### src/rtl/pad_pkg.sv
package pad_pkg;
  // ************************************************************
  // Processor physical address map
  // ************************************************************
  localparam int PA_W = 41;
  localparam int PCI_W = 32;
  localparam logic [40:0] PA_MEM_LAST = 41'h000_3FFF_FFFF;
  localparam logic [40:0] PA_GFX_BASE = 41'h1FC_0000_0000;
  localparam logic [40:0] PA_GFX_LAST = 41'h1FD_FFFF_FFFF;
  localparam logic [40:0] PA_IO_BASE = 41'h1FE_0000_0000;
  localparam logic [40:0] PA_CSR_LAST = 41'h1FE_0000_FFFF;
  localparam logic [40:0] PA_CFG_BASE = 41'h1FE_0100_0000;
  localparam logic [40:0] PA_CFG_LAST = 41'h1FE_01FF_FFFF;
  localparam logic [40:0] PA_PIO_BASE = 41'h1FE_0200_0000;
  localparam logic [40:0] PA_PIO_LAST = 41'h1FE_02FF_FFFF;
  localparam logic [40:0] PA_DNU_BASE = 41'h1FE_0300_0000;
  localparam logic [40:0] PA_DNU_LAST = 41'h1FE_FFFF_FFFF;
  localparam logic [40:0] PA_PMEM_LAST = 41'h1FF_FFFF_FFFF;
  // Strap is wider than PA[40:0]; bits above 40 are cut on purpose
  localparam logic [40:0] PA_RESET_TRAP = 41'(44'hFFF_F000_0000);
  // ************************************************************
  // PCI address map
  // ************************************************************
  localparam logic [31:0] PCI_A_MEM_BASE = 32'h4000_0000;
  localparam logic [31:0] PCI_DEV_VIRT_DMA_BASE = 32'h8000_0000;
  localparam logic [31:0] PCI_B_HI_BASE = 32'hC000_0000;
  localparam logic [31:0] PCI_A_IO_BASE = 32'h0040_0000;
  localparam logic [31:0] PCI_B_IO_HI = 32'h00C0_0000;
  localparam logic [31:0] PCI_RESET_TRAP = 32'hF000_0000;
  localparam logic [23:0] LEB_RESET_TRAP = 24'h00_0000;
  localparam logic [23:0] PROM_LAST = 24'h00_FFFF;
  localparam logic [7:0] DEV_VIRT_DMA_REG_VAL = 8'h30;
  localparam logic [7:0] BUSA_REG_VAL = 8'h0C;
  localparam logic [7:0] BUSB_REG_VAL = 8'hC3;

  typedef enum logic [2:0] {
    TGT_NONE, TGT_MEM, TGT_GFX, TGT_CSR, TGT_CFG, TGT_PIO, TGT_PMEM, TGT_ERR
  } pad_tgt_t;
  typedef enum logic [2:0] {
    ACC_RD, ACC_WR, ACC_BRD, ACC_BWR, ACC_IFETCH
  } pad_acc_t;
  typedef enum logic [3:0] {
    CMD_NONE = 4'h0, CMD_SPECIAL = 4'h1, CMD_IO_RD = 4'h2, CMD_IO_WR = 4'h3,
    CMD_MEM_RD = 4'h6, CMD_MEM_WR = 4'h7, CMD_CFG_RD = 4'hA, CMD_CFG_WR = 4'hB,
    CMD_MEM_RD_MUL = 4'hC, CMD_MEM_RD_LINE = 4'hE
  } pad_cmd_t;
  typedef enum logic [2:0] {
    PSP_NONE, PSP_DEV_VIRT_DMA, PSP_A_MEM, PSP_B_MEM, PSP_A_IO, PSP_B_IO
  } pad_psp_t;
endpackage

### src/rtl/pad_decoder.sv
`timescale 1ns/100ps
module pad_decoder
  import pad_pkg::*;
(
  input  wire logic             I_CLK,
  input  wire logic             I_NRST,
  input  wire logic             I_CE,
  // Processor request
  input  wire logic             I_REQ,
  input  wire logic [40:0]      I_PA,
  input  pad_pkg::pad_acc_t     I_ACC,
  input  wire logic [3:0]       I_SIZE,
  input  wire logic             I_SPECIAL,
  input  wire logic             I_SEC_PRESENT,
  input  wire logic             I_SEC_SEL,
  // Inbound PCI address
  input  wire logic             I_PCI_REQ,
  input  wire logic [31:0]      I_PCI_ADDR,
  input  wire logic             I_PCI_IO,
  // Multi-function IO controller base pointers
  input  wire logic             I_BOOT_DONE,
  input  wire logic             I_BASE_WR,
  input  wire logic [1:0]       I_BASE_SEL,
  input  wire logic [31:0]      I_BASE_DATA,
  input  wire logic             I_LOC_REQ,
  input  wire logic [31:0]      I_LOC_ADDR,
  input  wire logic             I_LOC_WR,
  input  wire logic [3:0]       I_LOC_SIZE,
  output logic                  O_VALID,
  output pad_pkg::pad_tgt_t     O_TGT,
  output logic                  O_CACHEABLE,
  output pad_pkg::pad_cmd_t     O_CMD,
  output logic                  O_SEC_BUS,
  output logic                  O_ERR,
  output logic                  O_PCI_VALID,
  output pad_pkg::pad_psp_t     O_PCI_SPACE,
  output logic [7:0]            O_PCI_REG,
  output logic                  O_LOC_VALID,
  output logic [1:0]            O_LOC_HIT,
  output logic [31:0]           O_LOC_OFS,
  output logic                  O_LOC_ERR,
  output logic [40:0]           O_TRAP_PA,
  output logic [31:0]           O_TRAP_PCI,
  output logic [23:0]           O_TRAP_LEB
);
  import pad_pkg::*;

  // ************************************************************
  // Processor-side decode
  // ************************************************************
  function automatic logic in_rng(input logic [40:0] a, input logic [40:0] lo,
                                  input logic [40:0] hi);
    in_rng = (a >= lo) && (a <= hi);
  endfunction

  function automatic logic is_rd(input pad_acc_t a);
    is_rd = (a == ACC_RD) || (a == ACC_BRD) || (a == ACC_IFETCH);
  endfunction

  pad_tgt_t next_tgt;
  pad_cmd_t next_cmd;
  logic     next_err;

  always_comb begin
    next_tgt = TGT_NONE;
    next_cmd = CMD_NONE;
    next_err = 1'b0;
    // Narrow windows tested first so each address has one owner
    if (I_PA <= PA_MEM_LAST) begin
      next_tgt = TGT_MEM;
    end else if (in_rng(I_PA, PA_GFX_BASE, PA_GFX_LAST)) begin
      next_tgt = TGT_GFX;
    end else if (in_rng(I_PA, PA_IO_BASE, PA_CSR_LAST)) begin
      next_tgt = TGT_CSR;
    end else if (in_rng(I_PA, PA_CFG_BASE, PA_CFG_LAST)) begin
      if ((I_SIZE > 4'h4) || (I_ACC != ACC_RD && I_ACC != ACC_WR)) begin
        next_err = 1'b1;
      end else if (is_rd(I_ACC)) begin
        next_tgt = TGT_CFG;
        next_cmd = CMD_CFG_RD;
      end else begin
        next_tgt = TGT_CFG;
        next_cmd = I_SPECIAL ? CMD_SPECIAL : CMD_CFG_WR;
      end
    end else if (in_rng(I_PA, PA_PIO_BASE, PA_PIO_LAST)) begin
      if (I_ACC != ACC_RD && I_ACC != ACC_WR) begin
        next_err = 1'b1;
      end else begin
        next_tgt = TGT_PIO;
        next_cmd = is_rd(I_ACC) ? CMD_IO_RD : CMD_IO_WR;
      end
    end else if (in_rng(I_PA, PA_DNU_BASE, PA_DNU_LAST)) begin
      next_err = 1'b1;
    end else if (in_rng(I_PA, PA_IO_BASE, PA_PMEM_LAST)) begin
      // Single accesses are 4 or 8 bytes; block accesses carry a line
      if ((I_ACC == ACC_RD || I_ACC == ACC_WR || I_ACC == ACC_IFETCH) &&
          I_SIZE != 4'h4 && I_SIZE != 4'h8) begin
        next_err = 1'b1;
      end else begin
        next_tgt = TGT_PMEM;
        unique case (I_ACC)
          ACC_RD:     next_cmd = CMD_MEM_RD;
          ACC_IFETCH: next_cmd = CMD_MEM_RD_LINE;
          ACC_BRD:    next_cmd = CMD_MEM_RD_MUL;
          ACC_BWR:    next_cmd = CMD_MEM_WR;
          ACC_WR:     next_cmd = CMD_MEM_WR;
          default:    next_err = 1'b1;
        endcase
      end
    end else begin
      next_err = 1'b1;
    end
    if (next_err) begin
      next_tgt = TGT_ERR;
      next_cmd = CMD_NONE;
    end
  end

  always_ff @(posedge I_CLK or negedge I_NRST) begin
    if (!I_NRST) begin
      O_VALID     <= 1'b0;
      O_TGT       <= TGT_NONE;
      O_CACHEABLE <= 1'b0;
      O_CMD       <= CMD_NONE;
      O_SEC_BUS   <= 1'b0;
      O_ERR       <= 1'b0;
    end else if (I_CE) begin
      O_VALID <= I_REQ;
      if (I_REQ) begin
        O_TGT       <= next_tgt;
        O_CACHEABLE <= (next_tgt == TGT_MEM);
        O_CMD       <= next_cmd;
        // Secondary bus only exists with the bridge fitted
        O_SEC_BUS   <= I_SEC_PRESENT && I_SEC_SEL &&
                       (next_tgt == TGT_CFG || next_tgt == TGT_PIO ||
                        next_tgt == TGT_PMEM);
        O_ERR       <= next_err;
      end
    end
  end

  // ************************************************************
  // Inbound PCI decode
  // ************************************************************
  pad_psp_t pci_space;

  pad_pci_split u_split (
    .i_addr  (I_PCI_ADDR),
    .i_is_io (I_PCI_IO),
    .o_space (pci_space)
  );

  always_ff @(posedge I_CLK or negedge I_NRST) begin
    if (!I_NRST) begin
      O_PCI_VALID <= 1'b0;
      O_PCI_SPACE <= PSP_NONE;
      O_PCI_REG   <= 8'h00;
    end else if (I_CE) begin
      O_PCI_VALID <= I_PCI_REQ;
      if (I_PCI_REQ) begin
        O_PCI_SPACE <= pci_space;
        unique case (pci_space)
          PSP_DEV_VIRT_DMA:   O_PCI_REG <= DEV_VIRT_DMA_REG_VAL;
          PSP_A_MEM, PSP_A_IO: O_PCI_REG <= BUSA_REG_VAL;
          PSP_B_MEM, PSP_B_IO: O_PCI_REG <= BUSB_REG_VAL;
          default:            O_PCI_REG <= 8'h00;
        endcase
      end
    end
  end

  // ************************************************************
  // IO controller base pointers and local decode
  // ************************************************************
  // Bus A is left to firmware; only controller bases are held here
  logic [31:0] base [3];
  logic [1:0]  next_hit;
  logic [31:0] next_ofs;
  logic        next_lerr;

  always_ff @(posedge I_CLK or negedge I_NRST) begin
    if (!I_NRST) begin
      for (int i = 0; i < 3; i++) begin
        base[i] <= 32'h0000_0000;
      end
    end else if (I_CE && I_BASE_WR && !I_BOOT_DONE && I_BASE_SEL != 2'h3) begin
      base[I_BASE_SEL] <= I_BASE_DATA;
    end
  end

  // Windows are 16 Mbyte aligned on each base; the lowest-numbered matching base wins
  always_comb begin
    next_hit  = 2'h3;
    next_ofs  = 32'h0000_0000;
    next_lerr = 1'b0;
    for (int i = 2; i >= 0; i--) begin
      if (I_LOC_ADDR[31:24] == base[i][31:24]) begin
        next_hit = 2'(i);
        next_ofs = {8'h00, I_LOC_ADDR[23:0]};
      end
    end
    if (next_hit == 2'h0) begin
      // PROM is read-only, byte or word, and holds 64 Kbytes
      next_lerr = I_LOC_WR || (I_LOC_SIZE != 4'h1 && I_LOC_SIZE != 4'h4) ||
                  (next_ofs[23:0] > PROM_LAST);
    end else if (next_hit == 2'h3) begin
      next_lerr = 1'b1;
    end
  end

  always_ff @(posedge I_CLK or negedge I_NRST) begin
    if (!I_NRST) begin
      O_LOC_VALID <= 1'b0;
      O_LOC_HIT   <= 2'h3;
      O_LOC_OFS   <= 32'h0000_0000;
      O_LOC_ERR   <= 1'b0;
    end else if (I_CE) begin
      O_LOC_VALID <= I_LOC_REQ;
      if (I_LOC_REQ) begin
        O_LOC_HIT <= next_hit;
        O_LOC_OFS <= next_ofs;
        O_LOC_ERR <= next_lerr;
      end
    end
  end

  // ************************************************************
  // Strapped reset-trap addresses
  // ************************************************************
  always_ff @(posedge I_CLK or negedge I_NRST) begin
    if (!I_NRST) begin
      O_TRAP_PA  <= PA_RESET_TRAP;
      O_TRAP_PCI <= PCI_RESET_TRAP;
      O_TRAP_LEB <= LEB_RESET_TRAP;
    end else if (I_CE) begin
      O_TRAP_PA  <= PA_RESET_TRAP;
      O_TRAP_PCI <= PCI_RESET_TRAP;
      O_TRAP_LEB <= LEB_RESET_TRAP;
    end
  end
endmodule

### src/rtl/pad_pci_split.sv
`timescale 1ns/100ps
// Splits an inbound PCI address into its owning window; pure logic.
module pad_pci_split
  import pad_pkg::*;
(
  input  wire logic [31:0] i_addr,
  input  wire logic        i_is_io,
  output pad_pkg::pad_psp_t o_space
);
  always_comb begin
    if (i_is_io) begin
      if (i_addr[31:24] != 8'h00) begin
        o_space = PSP_NONE;
      end else if (i_addr >= PCI_A_IO_BASE && i_addr < PCI_B_IO_HI) begin
        o_space = PSP_A_IO;
      end else begin
        o_space = PSP_B_IO;
      end
    end else if (i_addr >= PCI_DEV_VIRT_DMA_BASE && i_addr < PCI_B_HI_BASE) begin
      o_space = PSP_DEV_VIRT_DMA;
    end else if (i_addr >= PCI_A_MEM_BASE && i_addr < PCI_DEV_VIRT_DMA_BASE) begin
      o_space = PSP_A_MEM;
    end else begin
      o_space = PSP_B_MEM;
    end
  end
endmodule

### config.mk
export PLATFORM = sky130hd
export DESIGN_NAME = pad_decoder
export DESIGN_NICKNAME = d
export VERILOG_FILES = /design/src/rtl/pad_pkg.sv /design/src/rtl/pad_decoder.sv /design/src/rtl/pad_pci_split.sv
export SDC_FILE = /design/constraint.sdc
export NUM_CORES = 1
export LEC_CHECK = 0
export BUFFER_PORTS_ARGS = -buffer_cell sky130_fd_sc_hd__buf_2
export CORE_MARGIN = 1
export CORE_UTILIZATION = 25
export DETAILED_ROUTE_END_ITERATION = 8
export SLEW_MARGIN = 30
export SYNTH_ARGS = -nofsm -noshare
export SYNTH_HDL_FRONTEND = slang
export SYNTH_SLANG_ARGS = --single-unit
### constraint.sdc
create_clock -name I_CLK -period 2.1 [get_ports I_CLK]
set_clock_uncertainty 0.1 [all_clocks]
set_input_delay 0.63 -clock I_CLK [delete_from_list [all_inputs] [get_ports I_CLK]]
set_output_delay 0.63 -clock I_CLK [all_outputs]
set_load 0.01 [all_outputs]
[Word level (Yosys, flattened, before mapping)]
Cells that the tools add are included.
Operators by class
  eq/ne operators: 23
  multiplexer cells: 54
  bitwise operators: 1
  magnitude comparators: 22
  reductions and logical operators: 40
Operators with widths (count)
  41-bit less-or-equal comparator, second input constant: 6
  41-bit greater-or-equal comparator, second input constant: 5
  96-bit bitwise mux: 1
  32-bit two-way mux: 3
  32-bit demux with 2-bit select: 1
  32-bit < comparator, second input constant: 2
  4-bit two-way mux: 12
  3-bit two-way mux: 14
  41-bit by 30-bit less-or-equal comparator with 1-bit output, second input constant: 1
  32-bit by 23-bit greater-or-equal comparator with 1-bit output, second input constant: 1
  32-bit by 31-bit greater-or-equal comparator with 1-bit output, second input constant: 1
  32-bit greater-or-equal comparator, second input constant: 1
  32-bit by 24-bit < comparator with 1-bit output, second input constant: 1
  8-bit equality test: 3
  24-bit by 16-bit > comparator with 1-bit output, second input constant: 1
  24-bit two-way mux: 1
  8-bit one-hot mux with 3 select lines: 1
  1-bit logical AND: 19
  3-bit equality test, second input constant: 6
  1-bit two-way mux: 17
  4-bit one-hot mux with 4 select lines: 1
  3-bit by 2-bit equality test with 1-bit output, second input constant: 4
  3-bit by 1-bit equality test with 1-bit output, second input constant: 3
  1-bit logical OR: 9
  19 further kinds: 26
Word-level totals
  output and inout port bits: 156
  flip-flop bits (word level): 155
  word-level logic and storage cells: 156
  input bits: 163

[Depth between registers and ports, before layout]
  depth after elaboration: 18
  depth in mapped cells: 6
  gate-level depth less buffers: 5

[Modules after synthesis]
Synthesis repeated with hierarchy kept, for this count alone.
Unflattened totals
  cell total of the unflattened synthesis: 405
  area total of the unflattened synthesis: 4192.8 µm²
By module, submodules not included
  pad_decoder: area an instance 4127.7 µm², times used 1, sequential area each 1754.2 µm², cells each 396
  pad_pci_split: area an instance 65.1 µm², times used 1, sequential area each 0.0 µm², cells each 9

[Worst setup path after synthesis]
OpenSTA, ideal clock, no wires.
  path kind: input port to flip-flop
  from: in I_ACC[2]
  to: reg O_TGT[1]
  buffers on the path: 1
  setup time: 0.134 ns
  stages: 5
  data arrival time: 1.812 ns
  data required time: 1.866 ns
  path slack: 0.054 ns
  cells stage by stage: clkbuf_1 > a221oi_1 > nor3_1 > a2111oi_0 > a21oi_1
Between the ends
  cells in the longest elaborated chain, start to end: 14
  elaborated cells between the ends (all ways): 34
  those cells by class: 5 x eq/ne; 20 x mux; 9 x reduce/logical
Ends and longest elaborated chain
  from (decl): RTL line pad_decoder.sv:11  | input pad_pkg::pad_acc_t I_ACC,
  parallel branches: the longest is 13 deep, another holds 5-bit OR reduction
  3-bit two-way mux *: RTL line pad_decoder.sv:113  | if (next_err) begin
  to (signal assigned): RTL line pad_decoder.sv:130  | O_TGT <= next_tgt;
  to (decl): RTL line pad_decoder.sv:30  | output pad_pkg::pad_tgt_t O_TGT,
Mark *: on every way between the ends.
A chain may end at the register's enable or synchronous reset.

[Final worst setup path]
  from: in I_PA[28]
  to: reg O_TGT[1]
Between the ends
  cells in the longest elaborated chain, start to end: 10
  elaborated cells between the ends (all ways): 33
  those cells by class: 12 x order compare; 15 x mux; 6 x reduce/logical
Ends and longest elaborated chain
  from (decl): RTL line pad_decoder.sv:10  | input wire logic [40:0] I_PA,
  41-bit greater-or-equal comparator / 41-bit less-or-equal comparator (equally long branches): RTL line pad_decoder.sv:53  | in_rng = (a >= lo) && (a <= hi);
  1-bit logical AND: RTL line pad_decoder.sv:53
  3-bit two-way mux / 1-bit two-way mux (equally long branches): RTL line pad_decoder.sv:94  | end else if (in_rng(I_PA, PA_IO_BASE, PA_PMEM_LAST)) begin
  3-bit two-way mux / 1-bit two-way mux (equally long branches): RTL line pad_decoder.sv:92  | end else if (in_rng(I_PA, PA_DNU_BASE, PA_DNU_LAST)) begin
  3-bit two-way mux / 1-bit two-way mux (equally long branches): RTL line pad_decoder.sv:85  | end else if (in_rng(I_PA, PA_PIO_BASE, PA_PIO_LAST)) begin
  3-bit two-way mux / 1-bit two-way mux (equally long branches): RTL line pad_decoder.sv:75  | end else if (in_rng(I_PA, PA_CFG_BASE, PA_CFG_LAST)) begin
  3-bit two-way mux / 1-bit two-way mux (equally long branches): RTL line pad_decoder.sv:73  | end else if (in_rng(I_PA, PA_IO_BASE, PA_CSR_LAST)) begin
  3-bit two-way mux / 1-bit two-way mux (equally long branches): RTL line pad_decoder.sv:71  | end else if (in_rng(I_PA, PA_GFX_BASE, PA_GFX_LAST)) begin
  3-bit two-way mux / 1-bit two-way mux (equally long branches): RTL line pad_decoder.sv:69  | if (I_PA <= PA_MEM_LAST) begin
  3-bit two-way mux *: RTL line pad_decoder.sv:113
Mark *: on every way between the ends. The rest lies on a longest branch, timed or not.

==> results by group <==
Setup path
  – Max FO, Critical Path: 4
  – Cell-by-cell listing of the critical path: buf_2 > nor4_4 > and4_2 > nand2_1 > a2111oi_2 > buf_4 > a21oi_1
  – Critical Path Source Type: input port
  – Crit end category: flop
  – R2r startpoint: base[89]
  – Kind of critical path: input port to flop
  – Worst Path Buf+Inv: 2
  – Critical-path top delay cell: a2111oi_2
  – Critical Path Source: I_PA[28]
  – Cell family with most CP delay: simple AND/OR/NAND/NOR gates
  – Worst path max stage delay: 410 ps
  – Crit path DAT: 2110 ps
  – WP data required: between 2000 and 2500 ps

Layout
  – Nets@finish: 778
  – Highest-count cells in the layout ignoring fill and taps: 150 x buf_2, 105 x conb_1, 68 x dfrtp_1
  – Filler cells: 1,766
  – Share of cells above drive strength 1: 40.81%
  – Most common cell after layout, fill and taps aside: buf_2
  – Diode count: 0
  – Area grow syn2layout: 28.64%
  – Final design utilization: 33.11%

Power and ir drop
  – Clock power frac: a little under two fifths
  – P_int: 2663 uW
  – Lkg Pwr: about 0.0029 uW
  – Peak VDD IR: 0.3644 mV
  – Sw Ratio: around 29%
  – Net Switching: 1069 uW
  – Pwr dens: 674.7 mW/mm2
  – Logic gate share of total power: a little under a fifth
  – Sequential share of power: approximately 43%

Route
  – Routed WL: 10,310 um
  – DRT antenna net count: 0
  – Drt drc: 0
  – DR vias/cell: 4.063
  – Iteration-0 DRC Markers: roughly 110
  – DR vias: 3,413
  – Drt first pass iters: 6
  – DR WL/cell: 12.28 um

Timing
  – Hold Vio Cnt, Final: 0
  – Slew Viols, Final: 0
  – TNS Setup: 0 ps
  – FMAX: 499.0 MHz
  – Period utilization: 95.43%
  – Worst-Margin Slew: 533.3 ps
  – Final period demand of the worst path: around 2000 ps
  – RSZ-0062 raised after global routing: yes
  – Slew headroom: 64.37%
  – Final setup viols: 0

Clocking
  – Clock root buffer master: clkbuf_16
  – H-tree depth: 3
  – Post-CTS Hold Fix Bufs: 0
  – Post-CTS setup buffer count: 0
  – Worst skew pair latency: 340 ps
  – Reg clk slew, reported paths: 60 ps
  – TritonCTS clock tree: built
  – Cts bufs inserted: 9
  – Clk buf depth: 2
  – Clk sinks: 70

Synthesis
  – Largest family of logic cells by synthesized area: buffers and inverters
  – Post-synth EDFFs: 0
  – Post-synthesis adder-cell area fraction: 0%
  – Complex-gate fraction of the synthesized area: 11.03%
  – Netlist Area Pre-Place: 0.004299 mm2
  – Post-synthesis simple-gate area fraction: 14.90%
  – Syn Inst Count: 425
  – Post-Syn Area per Cell: 10.12 um2
  – Post-synthesis mux area share: 6.519%
  – Asr flop ratio synth: 100.0%
  – Post-synth cell types: 56
  – Register area share after synthesis: between 40% and 50%
  – Top FF cell, synth: dfrtp_1
  – XOR/XNOR Fraction of Synth Area: 5.704%
  – Synth warn: 0
  – Register bit total from synthesis: 70

GRT
  – Initial antenna violation count: 0
  – Vias in the first global route: 3,133
  – Largest net degree at the start of global routing: 37
  – Gr ovfl total: 0
  – GRT Total Usage: a little under an eighth
  – First-pass GRT wire length: 16,010 um

Floorplan
  – Die Wd: 133.1 um
  – Die area: 0.01772 mm2
  – Initial cell density of the core: between 20% and 30%
  – I/O pins: 319
  – Row count: 47
  – CORE AREA: 0.01670 mm2
  – Die Ht: 133.1 um

Run status
  – Status: completed

Placement
  – Routability cong.: 0.7678
  – Dpl hpwl: about 8300 um
  – Port Buffer Count: 151

Flow run
  – Max-cap violations: 0

Hold path
  – Hold Crit Class: input port to asynchronous set/reset pin
==> power groups by stage <==
stage / registers (uW) / logic, uW / clock network (uW)
after global routing: 1610 / 787 / 1540
final: 1590 / 708 / 1430
after global placement: 1610 / 704 / 0
after CTS: 1590 / 715 / 1490
after floorplan: 1620 / 532 / 0
after detailed placement: 1620 / 712 / 0
==> synthesized netlist by cell type, drive strengths merged (2+ instances only) <==
cell type	count	area [um2]
inv	6	22.52
nor2b	3	18.77
nor3	10	60.06
nand4	3	25.02
or3	2	13.77
and2	3	18.77
nand2	39	148.9
dfrtp	68	1702
o21ai	10	50.04
xor2	27	236.5
nor4b	3	47.54
buf	113	844.6
conb	2	7.510
dfstp	2	52.55
nand3	9	45.04
nor4	18	133.9
a22oi	2	15.01
and4	3	30.03
clkbuf	8	30.03
mux2	24	270.3
a21oi	8	40.04
o31ai	6	50.05
nor2	11	41.29
and3	3	18.77
a22o	24	210.2
==> area by class of cell <==
cell class,instances,area [um2],area share (%)
Multi-Input combinational cell,331,2041,36.90
Sequential cell,70,1754,31.72
Timing Repair Buffer,197,1154,20.86
Tap cell,220,275.3,4.977
Clock buffer,10,239.0,4.321
Clock inverter,6,45.04,0.8145
Inverter,6,22.52,0.4072
==> registers in the layout (all words and copies together), names as in the netlist <==
name	cells
O_SEC_BUS	1
O_LOC_HIT	2
O_CMD	4
O_TGT	3
O_LOC_ERR	1
base	24
O_LOC_OFS	24
O_VALID	1
O_ERR	1
O_PCI_VALID	1
O_CACHEABLE	1
O_PCI_SPACE	3
O_PCI_REG	3
O_LOC_VALID	1
==> cells by family after synthesis <==
| logic type | after synthesis |
|---|---|
| muxes | 25 |
| DFF | 70 |
| and+or+nand+nor | 112 |
| xor gates and xnor gates | 28 |
| buffers and inverters | 127 |
| AOI/OAI and AO/OA | 61 |
| other | 2 |
==> through the flow <==
step                      area (um2)  power [uW]  cells  hold WS (ps)  setup WS [ps]
after floorplan                 4686        2152    528         234.4          53.51
after global placement          5240        2312    824         358.4         -332.7
after detailed placement        5240        2329    824         363.9         -398.5
after CTS                       5525        3797    840         46.66          24.98
after global routing            5530        3937    840         58.42         -14.07
final                           5530        3731    840         53.07          95.93
==> per-layer routing <==
layer	GRT usage (%)	part of all wire [%]
met5	0	0
met4	4.924	1.7
met3	2.664	5.4
met2	19.08	48
met1	14.95	45
==> path summary, 6_finish.rpt <==
| path | endpoint | slack (ps) | depth (start not counted) |
|---|---|---|---|
| worst max-delay path | O_TGT[1] | 100 | 7 |
| worst min-delay path | base[26] | 50 | 1 |
| worst max register to register | O_LOC_OFS[8] | 280 | 7 |
| worst min register to register | O_TGT[2] | 370 | 2 |
| max in group asynchronous | O_CACHEABLE | 1310 | 2 |
| min in group I_CLK | O_TGT[2] | 370 | 2 |
==> what timing repair did <==
action,in CTS,in global routing
endpoints found under the setup margin,1,1
pin swaps,0,0
resized for setup,1,1
No activity file was read; power rests on OpenSTA's default activity.
